$ cat config.mk
export PLATFORM = sky130hd
export DESIGN_NAME = pdmc_port
export DESIGN_NICKNAME = d
export VERILOG_FILES = /design/src/rtl/pdmc_pkg.sv /design/src/rtl/pdmc_pin.sv /design/src/rtl/pdmc_port.sv
export VERILOG_INCLUDE_DIRS = /design/src /design/src/rtl
export SDC_FILE = /design/constraint.sdc
export NUM_CORES = 1
export LEC_CHECK = 0
export CORE_ASPECT_RATIO = 1.5
export CORE_MARGIN = 2
export CORE_UTILIZATION = 64
export DETAILED_ROUTE_END_ITERATION = 8
export DONT_BUFFER_PORTS = 1
export PLACE_DENSITY = 0.86
export SLEW_MARGIN = 20
export SYNTH_ARGS = -nofsm -noshare
export SYNTH_HDL_FRONTEND = slang
export SYNTH_SLANG_ARGS = --single-unit
$ cat constraint.sdc
create_clock -name clk_i -period 7.54 [get_ports clk_i]
set_input_delay 0.754 -clock clk_i [delete_from_list [all_inputs] [get_ports clk_i]]
set_output_delay 0.754 -clock clk_i [all_outputs]
set_load 0.005 [all_outputs]
$ cat src/rtl/pdmc_regs.svh
`ifndef PDMC_REGS_SVH
`define PDMC_REGS_SVH
`define PDMC_NPINS      8
`define PDMC_DM_W       3
`define PDMC_DM_HIZ_ANA 3'h0
`define PDMC_DM_HIZ_DIG 3'h1
`define PDMC_DM_RES_UP  3'h2
`define PDMC_DM_RES_DN  3'h3
`define PDMC_DM_OD_LO   3'h4
`define PDMC_DM_OD_HI   3'h5
`define PDMC_DM_STRONG  3'h6
`define PDMC_DM_RES_UD  3'h7
`define PDMC_USB_HI     7
`define PDMC_USB_LO     6
`define PDMC_IT_NONE    2'h0
`define PDMC_IT_RISE    2'h1
`define PDMC_IT_FALL    2'h2
`define PDMC_IT_BOTH    2'h3
`define PDMC_PIN_DM_LSB  0
`define PDMC_PIN_DR_BIT  3
`define PDMC_PIN_BYP_BIT 4
`define PDMC_PIN_DIE_BIT 5
`define PDMC_PIN_IT_LSB  6
`endif

$ cat src/rtl/pdmc_pkg.sv
package pdmc_pkg;
  // Driver strength per data level
  typedef enum logic [1:0] {
    PDMC_DRV_HIZ    = 2'h0,
    PDMC_DRV_RES    = 2'h1,
    PDMC_DRV_STRONG = 2'h2
  } pdmc_drv_t;

  typedef struct packed {
    pdmc_drv_t hi;
    pdmc_drv_t lo;
    logic      out;
    logic      in_en;
  } pdmc_pad_t;

  // Per-pin combined register: it, die, byp, dr, dm
  typedef struct packed {
    logic [1:0] int_type;
    logic       din_en;
    logic       hw_out_sel;
    logic       out_val;
    logic [2:0] drive_mode_field;
  } pdmc_pin_cfg_t;

  typedef enum logic [2:0] {
    PDMC_ST_RESET = 3'b001,
    PDMC_ST_LOAD  = 3'b010,
    PDMC_ST_RUN   = 3'b100
  } pdmc_state_t;
endpackage

$ cat src/rtl/pdmc_pin.sv
`timescale 1ns/10ps
`include "pdmc_regs.svh"
module pdmc_pin (
  input  wire logic              clk_i,
  input  wire logic              rst_i,
  input  wire logic [2:0]        drive_mode_i,
  input  wire logic              usb_pin_i,
  input  wire logic              usb_mode_i,
  input  wire logic              sio_reg_i,
  input  wire logic              out_val_i,
  input  wire logic              pin_sync_i,
  input  wire logic [1:0]        int_type_i,
  input  wire logic              din_en_i,
  output pdmc_pkg::pdmc_pad_t    pad_o,
  output logic                   pin_level_o,
  output logic                   fabric_in_o,
  output logic                   edge_o
);
  import pdmc_pkg::*;

  pdmc_pad_t pad;
  pdmc_pad_t next_pad;
  logic      pin_level;
  logic      next_pin_level;
  logic      fabric_in;
  logic      next_fabric_in;
  logic      edge_ev;
  logic      next_edge_ev;
  logic      in_on;

  always_comb begin
    next_pad       = '{PDMC_DRV_HIZ, PDMC_DRV_HIZ, out_val_i, 1'b0};
    if (usb_pin_i) begin
      next_pad.in_en = !usb_mode_i;
      if (usb_mode_i) begin
        // USB core owns the pad here
        next_pad.hi = PDMC_DRV_HIZ;
      end else if (drive_mode_i[0]) begin
        next_pad.hi = PDMC_DRV_STRONG;
        next_pad.lo = PDMC_DRV_STRONG;
      end else begin
        next_pad.hi = drive_mode_i[1] ? PDMC_DRV_RES : PDMC_DRV_HIZ;
        next_pad.lo = PDMC_DRV_STRONG;
      end
    end else begin
      next_pad.in_en = (drive_mode_i != `PDMC_DM_HIZ_ANA);
      case (drive_mode_i)
        `PDMC_DM_RES_UP: begin
          next_pad.hi = PDMC_DRV_RES;
          next_pad.lo = PDMC_DRV_STRONG;
        end
        `PDMC_DM_RES_DN: begin
          next_pad.hi = PDMC_DRV_STRONG;
          next_pad.lo = PDMC_DRV_RES;
        end
        `PDMC_DM_OD_LO: begin
          next_pad.lo = PDMC_DRV_STRONG;
        end
        `PDMC_DM_OD_HI: begin
          next_pad.hi = PDMC_DRV_STRONG;
        end
        `PDMC_DM_STRONG: begin
          next_pad.hi = PDMC_DRV_STRONG;
          next_pad.lo = PDMC_DRV_STRONG;
        end
        `PDMC_DM_RES_UD: begin
          next_pad.hi = PDMC_DRV_RES;
          next_pad.lo = PDMC_DRV_RES;
        end
        default: begin
          next_pad.hi = PDMC_DRV_HIZ;
        end
      endcase
      // Regulated special pin: resistive legs fall back to strong
      if (sio_reg_i && next_pad.hi == PDMC_DRV_RES)
        next_pad.hi = PDMC_DRV_STRONG;
      if (sio_reg_i && next_pad.lo == PDMC_DRV_RES)
        next_pad.lo = PDMC_DRV_STRONG;
    end
  end

  assign in_on = pad.in_en;

  always_comb begin
    next_pin_level = in_on ? pin_sync_i : 1'b0;
    next_fabric_in = in_on && din_en_i && pin_sync_i;
    next_edge_ev   = 1'b0;
    if (in_on) begin
      case (int_type_i)
        `PDMC_IT_RISE: next_edge_ev = pin_sync_i && !pin_level;
        `PDMC_IT_FALL: next_edge_ev = !pin_sync_i && pin_level;
        `PDMC_IT_BOTH: next_edge_ev = pin_sync_i != pin_level;
        default:       next_edge_ev = 1'b0;
      endcase
    end
  end

  always_ff @(posedge clk_i or posedge rst_i) begin
    if (rst_i) begin
      pad       <= '{PDMC_DRV_HIZ, PDMC_DRV_HIZ, 1'b0, 1'b0};
      pin_level <= 1'b0;
      fabric_in <= 1'b0;
      edge_ev   <= 1'b0;
    end else begin
      pad       <= next_pad;
      pin_level <= next_pin_level;
      fabric_in <= next_fabric_in;
      edge_ev   <= next_edge_ev;
    end
  end

  assign pad_o       = pad;
  assign pin_level_o = pin_level;
  assign fabric_in_o = fabric_in;
  assign edge_o      = edge_ev;
endmodule

$ cat src/rtl/pdmc_port.sv
// Contract
// - Each pin has a three-bit drive-mode field choosing one of eight modes.
// - Mode 0 disables driver and input buffer; it is the reset mode.
// - In mode 0 no pin value reaches pin-level register or fabric.
// - Mode 1 keeps driver off and enables the digital input buffer.
// - Modes 2, 3, 7 give resistive high/strong low, strong/resistive, both.
// - Mode 4 is high-Z for 1, strong low for 0.
// - Mode 5 is strong high for 1, high-Z for 0.
// - Mode 6 drives strong high and strong low.
// - Output value comes from fabric when bypass set, else data register.
// - Pin input updates pin level only when input buffer on; fabric only when input enabled too.
// - Regulated special pins offer no resistive drive configurations; not applied to USB pins 7,6, where pull 1 still gives resistive high.
// - Pin-level reads and output-value writes use separate registers.
// - Config reachable as port-wide and per-pin combined registers.
// - Each pin interrupts on rising, falling or both edges.
// - The port has its own interrupt request covering all pins.
// - Reset state of drive modes is programmable, loaded at power-on.
// - USB pins 7,6 use drive-enable bits and pull-enable bits.
// - USB pin, pull 0 and drive 0: open drain low.
// - USB pin, pull 1 and drive 0: resistive high, strong low.
// - In USB mode drive and pull bits have no effect.
// - Port-wide drive-mode writes leave USB pins' drive bits unchanged.
`timescale 1ns/10ps
`include "pdmc_regs.svh"
module pdmc_port (
  input  wire logic                   clk_i,
  input  wire logic                   rst_i,
  input  wire logic [7:0]             reset_dm_high_i,
  input  wire logic [7:0]             reset_dm_mid_i,
  input  wire logic [7:0]             reset_dm_low_i,
  input  wire logic [7:0]             port_drive_mode_bit_high_i,
  input  wire logic [7:0]             port_drive_mode_bit_mid_i,
  input  wire logic [7:0]             port_drive_mode_bit_low_i,
  input  wire logic                   port_dm_wr_i,
  input  wire logic [7:0]             port_output_value_reg_i,
  input  wire logic                   port_dr_wr_i,
  input  wire logic [7:0]             hardware_output_select_i,
  input  wire logic [7:0]             din_en_i,
  input  wire logic [15:0]            int_type_i,
  input  wire logic                   port_cfg_wr_i,
  input  wire logic [2:0]             pin_sel_i,
  input  wire pdmc_pkg::pdmc_pin_cfg_t pin_cfg_i,
  input  wire logic                   pin_wr_i,
  input  wire logic [7:0]             usb_pin_drive_enable_bits_i,
  input  wire logic [7:0]             usb_pin_pull_enable_bits_i,
  input  wire logic                   usb_wr_i,
  input  wire logic                   usb_present_i,
  input  wire logic                   usb_mode_i,
  input  wire logic [7:0]             sio_pin_i,
  input  wire logic [7:0]             sio_regulated_i,
  input  wire logic [7:0]             fabric_out_i,
  input  wire logic [7:0]             int_clear_i,
  input  wire logic [7:0]             pin_i,
  output logic [7:0]                  pin_o,
  output logic [7:0]                  pin_oe_n_o,
  output logic [7:0]                  pin_res_o,
  output logic [7:0]                  pin_level_reg_o,
  output logic [7:0]                  fabric_in_o,
  output logic [7:0]                  int_status_o,
  output logic                        port_irq_o,
  output pdmc_pkg::pdmc_pin_cfg_t     pin_cfg_o,
  output logic [7:0]                  output_value_reg_o
);
  import pdmc_pkg::*;

  pdmc_state_t     state;
  pdmc_state_t     next_state;
  logic [2:0]      dm [`PDMC_NPINS];
  logic [2:0]      next_dm [`PDMC_NPINS];
  logic [7:0]      output_value_reg;
  logic [7:0]      next_output_value_reg;
  logic [7:0]      byp;
  logic [7:0]      next_byp;
  logic [7:0]      die;
  logic [7:0]      next_die;
  logic [15:0]     itype;
  logic [15:0]     next_itype;
  logic [7:0]      stat;
  logic [7:0]      next_stat;
  logic            irq;
  logic            next_irq;
  logic [7:0]      sync1;
  logic [7:0]      sync2;
  logic [7:0]      out_mux;
  logic [7:0]      lvl;
  logic [7:0]      fin;
  logic [7:0]      edg;
  logic [7:0]      is_usb;
  logic [7:0]      pd_o;
  logic [7:0]      pd_oe_n;
  logic [7:0]      pd_res;
  logic [7:0]      next_pd_o;
  logic [7:0]      next_pd_oe_n;
  logic [7:0]      next_pd_res;
  pdmc_pad_t       pad [`PDMC_NPINS];
  pdmc_pin_cfg_t   rd_cfg;
  pdmc_pin_cfg_t   next_rd_cfg;

  // Two-flop input synchroniser
  always_ff @(posedge clk_i or posedge rst_i) begin
    if (rst_i) begin
      sync1 <= 8'h00;
      sync2 <= 8'h00;
    end else begin
      sync1 <= pin_i;
      sync2 <= sync1;
    end
  end

  always_comb begin
    is_usb = 8'h00;
    is_usb[`PDMC_USB_HI] = usb_present_i;
    is_usb[`PDMC_USB_LO] = usb_present_i;
  end

  // Configuration registers
  always_comb begin
    next_state            = state;
    next_dm               = dm;
    next_output_value_reg = output_value_reg;
    next_byp              = byp;
    next_die              = die;
    next_itype            = itype;
    case (state)
      PDMC_ST_RESET: next_state = PDMC_ST_LOAD;
      PDMC_ST_LOAD: begin
        // Straps give each pin its power-on drive mode
        for (int i = 0; i < `PDMC_NPINS; i++)
          next_dm[i] = {reset_dm_high_i[i], reset_dm_mid_i[i],
                        reset_dm_low_i[i]};
        next_state = PDMC_ST_RUN;
      end
      PDMC_ST_RUN: begin
        if (port_dm_wr_i) begin
          for (int i = 0; i < `PDMC_NPINS; i++)
            if (!is_usb[i])
              next_dm[i] = {port_drive_mode_bit_high_i[i],
                            port_drive_mode_bit_mid_i[i],
                            port_drive_mode_bit_low_i[i]};
        end
        if (usb_wr_i) begin
          for (int i = 0; i < `PDMC_NPINS; i++)
            if (is_usb[i])
              next_dm[i] = {1'b0, usb_pin_pull_enable_bits_i[i],
                            usb_pin_drive_enable_bits_i[i]};
        end
        if (port_dr_wr_i)
          next_output_value_reg = port_output_value_reg_i;
        if (port_cfg_wr_i) begin
          next_byp   = hardware_output_select_i;
          next_die   = din_en_i;
          next_itype = int_type_i;
        end
        if (pin_wr_i) begin
          next_dm[pin_sel_i] = pin_cfg_i.drive_mode_field;
          next_output_value_reg[pin_sel_i] = pin_cfg_i.out_val;
          next_byp[pin_sel_i] = pin_cfg_i.hw_out_sel;
          next_die[pin_sel_i] = pin_cfg_i.din_en;
          next_itype[2*pin_sel_i +: 2] = pin_cfg_i.int_type;
        end
      end
      default: next_state = PDMC_ST_RESET;
    endcase
  end

  always_ff @(posedge clk_i or posedge rst_i) begin
    if (rst_i) begin
      state            <= PDMC_ST_RESET;
      for (int i = 0; i < `PDMC_NPINS; i++)
        dm[i] <= `PDMC_DM_HIZ_ANA;
      output_value_reg <= 8'h00;
      byp              <= 8'h00;
      die              <= 8'h00;
      itype            <= 16'h0000;
    end else begin
      state            <= next_state;
      dm               <= next_dm;
      output_value_reg <= next_output_value_reg;
      byp              <= next_byp;
      die              <= next_die;
      itype            <= next_itype;
    end
  end

  assign out_mux = (byp & fabric_out_i) | (~byp & output_value_reg);

  for (genvar g = 0; g < `PDMC_NPINS; g++) begin : g_pin
    pdmc_pin u_pin (
      .clk_i        (clk_i),
      .rst_i        (rst_i),
      .drive_mode_i (dm[g]),
      .usb_pin_i    (is_usb[g]),
      .usb_mode_i   (usb_mode_i),
      .sio_reg_i    (sio_pin_i[g] & sio_regulated_i[g]),
      .out_val_i    (out_mux[g]),
      .pin_sync_i   (sync2[g]),
      .int_type_i   (itype[2*g +: 2]),
      .din_en_i     (die[g]),
      .pad_o        (pad[g]),
      .pin_level_o  (lvl[g]),
      .fabric_in_o  (fin[g]),
      .edge_o       (edg[g])
    );
  end

  // Pad drivers, events and readback
  always_comb begin
    for (int i = 0; i < `PDMC_NPINS; i++) begin
      next_pd_o[i]    = pad[i].out;
      next_pd_oe_n[i] = pad[i].out ? (pad[i].hi == PDMC_DRV_HIZ)
                                   : (pad[i].lo == PDMC_DRV_HIZ);
      next_pd_res[i]  = pad[i].out ? (pad[i].hi == PDMC_DRV_RES)
                                   : (pad[i].lo == PDMC_DRV_RES);
    end
    // Set beats clear
    next_stat = (stat & ~int_clear_i) | edg;
    next_irq  = |next_stat;
    next_rd_cfg = '{itype[2*pin_sel_i +: 2], die[pin_sel_i],
                    byp[pin_sel_i], output_value_reg[pin_sel_i],
                    dm[pin_sel_i]};
  end

  always_ff @(posedge clk_i or posedge rst_i) begin
    if (rst_i) begin
      pd_o    <= 8'h00;
      pd_oe_n <= 8'hFF;
      pd_res  <= 8'h00;
      stat    <= 8'h00;
      irq     <= 1'b0;
      rd_cfg  <= '0;
    end else begin
      pd_o    <= next_pd_o;
      pd_oe_n <= next_pd_oe_n;
      pd_res  <= next_pd_res;
      stat    <= next_stat;
      irq     <= next_irq;
      rd_cfg  <= next_rd_cfg;
    end
  end

  assign pin_o              = pd_o;
  assign pin_oe_n_o         = pd_oe_n;
  assign pin_res_o          = pd_res;
  assign pin_level_reg_o    = lvl;
  assign fabric_in_o        = fin;
  assign int_status_o       = stat;
  assign port_irq_o         = irq;
  assign pin_cfg_o          = rd_cfg;
  assign output_value_reg_o = output_value_reg;
endmodule

-- Yosys cells after proc, flatten, opt, wreduce, memory -nomap -nowiden
Cells that the tools add are included.
- $add $sub $neg: 1
- magnitude comparators: 4
- eq/ne operators: 115
- shifts and indexed selects: 3
- mux-type cells: 128
- bitwise logic cells: 16
- reduce and logical (&&, ||, !) cells: 125
- operator list (cell ; number):
    $eq 3x3->1 const B ; 33
    $eq 2x1->1 const B ; 40
    $mux 24 ; 3
    $mux 8 ; 9
    $pmux 2 s2 ; 16
    $eq 3x2->1 const B ; 17
    $logic_and 1x1->1 ; 50
    $mux 16 ; 3
    $mux 2 ; 24
    $pmux 24 s2 ; 1
    $reduce_or 3->1 ; 16
    $mux 1 ; 40
    $neg 4->34 ; 1
    $shift 2x34->16 const A ; 1
    $shiftx 2x34->16 ; 1
    $eq 2x2->1 const B ; 16
    $logic_not 2->1 ; 16
    $reduce_or 2->1 ; 16
    $and 8x8->8 ; 3
    $bwmux 24 ; 1
    $bwmux 8 ; 3
    $pmux 1 s3 ; 8
    $reduce_bool 3->1 ; 8
    $mux 3 ; 7
    22 further kinds ; 59
- bits in registers: 196
- bits of input ports: 164
- output and inout bits: 65

-- Depth between registers and ports, before layout
- word-level depth: 8
- gate-level depth with buffers: 10
- depth with buffers taken out: 7

-- Cells and area by module
A second synthesis with hierarchy kept.
- cell total of the unflattened synthesis: 988
- area, all modules: 9795.6 sq um
- by module, submodules not included (module ; instances ; cells each ; area an instance (sq um)):
    pdmc_port ; 1 ; 684 ; 6482.5
    pdmc_pin ; 8 ; 38 ; 414.1

-- Worst setup path before layout
Ideal clock, no wire load.
- path kind: input -> register
- start point: input port pin_sel_i[1]
- end point: register itype[10]
- setup time: 0.124 ns
- data arrival time: 2.755 ns
- required time: 7.416 ns
- path slack: 4.661 ns
- stages on the path: 10
- path buffers: 3
- cell sequence: clkbuf_2 buf_2 buf_2 inv_1 ha_1 ha_1 nor2b_1 nand3_1 a21o_1 a211o_1
- longest elaborated chain between the ends: 4
- elaborated cells between the ends (all ways): 5
- classes of those cells: 1 x add/sub; 2 x shift; 2 x mux
- ends and longest elaborated chain (what ; RTL line ; text):
    start, declared ; pdmc_port.sv:41 ; input wire logic [2:0] pin_sel_i,
    $neg 4->34 * ; pdmc_port.sv:159 ; next_itype[2*pin_sel_i +: 2] = pin_cfg_i.int_type;
    $shiftx 2x34->16 / $shift 2x34->16 (equally long branches) ; pdmc_port.sv:159 ;
    $bwmux 16 * ; pdmc_port.sv:159 ;
    $mux 16 * ; pdmc_port.sv:154 ; if (pin_wr_i) begin
    end signal, assigned ; pdmc_port.sv:181 ; itype <= next_itype;
    end, declared ; pdmc_port.sv:76 ; logic [15:0] itype;
Mark *: on every way between the ends. The rest lies on a longest branch, timed or not.
A chain may end at the register's enable or synchronous reset.

-- Final worst setup path
- start point: register state[1]
- end point: register dm[4] (netlist bit)
- longest elaborated chain between the ends: 2
- elaborated cells between the ends (all ways): 4
- classes of those cells: 2 x eq/ne; 1 x mux; 1 x reduce/logical
- ends and longest elaborated chain (what ; RTL line ; text):
    start, declared ; pdmc_port.sv:66 ; pdmc_state_t state;
    start signal, assigned ; pdmc_port.sv:176 ; state <= next_state;
    $eq 3x3->1 / $eq 3x2->1 (equally long branches) ; pdmc_port.sv:124 ; case (state)
    $pmux 24 s2 / $reduce_bool 2->1 (equally long branches) ; n/a ;
    end signal, assigned by index ; pdmc_port.sv:170 ; dm[i] <= `PDMC_DM_HIZ_ANA;
    end signal, assigned ; pdmc_port.sv:177 ; dm <= next_dm;
    end, declared ; pdmc_port.sv:68 ; logic [2:0] dm [`PDMC_NPINS];
Parallel ways exist; a longest one is shown, timed or not.

==> metrics.sh <==
GRT_PASS1_WL_MM=36.99
HOLD_CLASS='input port to asynchronous set/reset pin'
FINAL_LAYOUT_SIZE_SUFFIX_GT1_SHARE_PCT=8.715
TIMING_MAX_TRANSITION_VIOLATIONS_FINAL=0
DRT_DRC_VIOLATIONS_LEFT=0
FINALSETUPVIOLATIONS=0
COMB_POWER_SHARE_PCT=11.1
PLACEMENT_ROWS=54
CELLLEAKAGEPOWER_nW=4.548
REGTOREGENDPOINT='dm[4]$_DFFE_PP0P_'
SYNTH_TOP_AREA_CELL='dfrtp_1'
CLOCK_TREE.BUFFER_DEPTH=2
CRITPATHARRIVALTIME_PS=2570
SYNTH.TOP_CELLS.BY_COUNT='dfrtp_1, nand2_1, a21oi_1'
ANT_NETS=0
SUM_OF_NEGATIVE_SETUP_SLACK_PS=0
CTS_CLK_PIN_SLEW_WORST_PATHS_PS=70
R2R_SETUP_SLACK_PS=5330
CLKLATENCYLATEPIN_PS=430
DETAILEDROUTE.FIRSTITERATIONVIOLATIONS=454
POST_DR_VIAS_CELL=6.462
GRT_ANTENNA_BEFORE_REPAIR=4
IOPINCOUNT=229
CTS_POST_SETUP_BUFFERS_INSERTED=0
INITIAL_CORE_UTIL_PCT=65.29
PORTBUFFERS=0
AREA_OVERHEAD_VS_SYNTH_PCT=6.068
SYNTH_TOP_CELLS_BY_AREA='dfrtp_1, nand2_1, a21oi_1'
SYNTH-EDFF-COUNT=0
GRT_USE_TOTAL_PCT=30.96
FINAL-HOLD-VIOLATION-COUNT=0
TIMING.FMAX_GHz=0.4526
DIEWIDTH_UM=103.4
CRITICAL_PATH_REQUIRED_PS=7900
SYNTH.LIB_CELLS_USED.DISTINCT=56
GRT_MAX_DEGREE=126
PLACE_INST=1059
CTS_HOLD_BUFFERS=0
CAP_VIOLATIONS=0
TIMING_WORST_SETUP_PATH_TYPE='flip-flop to flip-flop'
SWITCHINGPOWER_W=0.0006867
ROUTED_WL_MM=23.90
FIN_WORST_SKEW_PS=10.17
SW_FRAC_OF_TOTAL_PCT=26.69
DOMINANTREGCELLSYNTH='dfrtp_1'
GP_CONGESTION=0.9132
SYN_NETS=1117
P_INT_W=0.001886
REGTOREGSTARTPOINT='state[1]$_DFFE_PP0N_'
LAYOUT_MIN_CYCLE_TIME_PS=2209
FLOORPLAN.DIE_AREA_SQ_UM=15830
INSTANCES_NO_FILL=1095
SYNTH_SEQ_AREA_SHARE_PCT=51.83
TIMING.FINAL.CRIT_SHARE_PCT=29.30
IRDROPWORSTVDD_mV=0.1421
POST-DP-HPWL_MM=17.06
WORSTSETUPSTARTPOINTTYPE='flip-flop'
FIRST_PASS_ITERS=6
SYNTH_MOST_COMMON_CELL='dfrtp_1'
NETLIST.AREA_LEADER.SHARE_PCT=49.34
WORST_SETUP_PATH_END_KIND='flip-flop'
CORE-AREA_SQ_UM=14530
SYNTH.YOSYS.WARNINGS=0
CTS_MADE_BUFFERS=17
CRITPATHCAPTURE='dm[4]$_DFFE_PP0P_'
POWER.DENSITY_CELL_AREA_nW_PER_UM2=255.8
WORSTPATHMAXFANOUT=44
SYNTHARSTFLOPSHARE_PCT=100.0
PLACED_CELL_AREA_SQ_UM=9412
CLOCK_POWER_SHARE_PCT=37.6
RUN_STATUS='complete, no violations'
CTS_TREE='built'
GR-TOTAL-OVERFLOW=0
POST_SYNTH.CELL_AREA_AVG_SQ_UM=10.19
SETUP_REPAIR_AFTER_GLOBAL_ROUTING_MISSED_ITS_MARGIN='no'
DIE_OUTLINE_HEIGHT_UM=153.1
CTS-HTREE-LEVELS=4
ROUTE.DETAILED.WL_PER_INST_UM=21.82
YOSYS_REGISTER_BITS=196
NETLIST_INSTANCES=931
TRANSITION_TIME_OF_THE_TIGHTEST_SLEW_CHECK_PIN_PS=907.1
CTS-RESIZED-GATES=0
FIN_NETS=1068
NETLIST_AREA_SQ_UM=9484
WORST-R2R-CELL-COUNT=5
WORST_SETUP_PATH_STARTPOINT='state[1]$_DFFE_PP0N_'
VIA_COUNT=7076
CLKSINKCOUNT=196
LAYOUT.CELL_AREA.NON_FILLER_SQ_UM=10060
SEQ_POWER_SHARE_PCT=51.3
FIRST_GLOBAL_VIAS=6958
CLOCK_TREE.ROOT_CELL='clkbuf_16'
WORST_SLEW_MARGIN_REL_PCT=39.52
LARGEST_REGISTER_FFS=40
## metal layers
| metal | track usage, % | vias to the layer above | part of all wire, % |
|---|---|---|---|
| met3 | 8.459 | 81 | 9.3 |
| met1 | 36.65 | 3444 | 34 |
| met2 | 51.58 | 361 | 52 |
| met5 | 0 | - | 0 |
| met4 | 14.16 | 0 | 4.6 |
| li1 | - | 3190 | - |
## area by class of cell
type / count / area (sq um)
Tap cell: 196 / 245.2
Clock inverter: 13 / 185.2
Antenna cell: 4 / 10.01
Inverter: 46 / 180.2
Clock buffer: 19 / 452.9
Multi-Input combinational cell: 617 / 4040
Fill cell: 1091 / 4467
Timing Repair Buffer: 4 / 30.03
Sequential cell: 196 / 4916
## worst max-delay path, cell delays in order, from the launching register on
cell     delay, ps
dfrtp_1        450
nor3b_4        630
buf_4          540
or3_1          270
o22ai_1        110
a21oi_1        130
## placed cells by master (no fill, tap or decap), types with 4 or more instances in the layout
master and count:
a21oi_1 75, a21o_1 13, a211o_1 6, and3_1 31, nand3_1 13, dfstp_2 9
nand2b_1 12, mux2i_1 24, ha_1 22, a2bb2oi_1 4, nor2_1 70, nand4_1 5
o21ai_0 31, inv_1 45, buf_4 4, o22a_1 4, nor2b_1 12, or3_1 8
o22ai_1 26, diode_2 4, mux4_2 16, o31ai_1 8, clkbuf_16 17, nand4b_1 4
dfrtp_1 187, inv_8 5, xnor2_1 9, nand2_1 108, nand3b_1 12, a31oi_1 20
and2_1 10, mux2_2 8, o211ai_1 34
## worst min-delay path by stage
stage                                     end  slack (ps)  cells after the start
floorplan                  sync2[0]$_DFF_PP0_         330                      0
global placement           sync2[4]$_DFF_PP0_         330                      0
detailed placement         sync2[7]$_DFF_PP0_         340                      0
CTS                        sync1[6]$_DFF_PP0_         340                      0
global route               sync1[6]$_DFF_PP0_         330                      0
finish              int_status_o[4]$_DFF_PP0_         330                      1
## logic make-up (layout without fill, tap and decap cells)
logic type,count (synthesis),count (layout),synth area share [%]
flops,196,196,51.83
xor+xnor,11,11,1.016
other cells,0,4,0
compound gates,231,231,15.24
simple gates,305,305,16.09
mux,48,48,7.282
buf+inv,118,82,5.633
fa+ha+maj,22,22,2.902
## through the flow
step	power, W	util (%)	hold WS, ps	setup WS, ps
floorplan	0.001553	-	331.2	1460
CTS	0.002581	69.18	338.6	5362
global route	0.002688	69.20	332.8	5155
detailed placement	0.001622	64.79	336.2	5008
finish	0.002573	69.25	329.7	5331
global placement	0.001605	64.79	333.3	5061
## power by group through the flow
stage / clock, W / sequential, W / combinational [W]
3_5_place_dp: 0 / 0.00134 / 0.000283
2_1_floorplan: 0 / 0.00128 / 0.000278
6_report: 0.000969 / 0.00132 / 0.000285
4_1_cts: 0.000976 / 0.00132 / 0.000286
3_3_place_gp: 0 / 0.00133 / 0.000272
5_1_grt: 0.00103 / 0.00134 / 0.000322
Note: power is estimated with default switching activity, not from simulation.
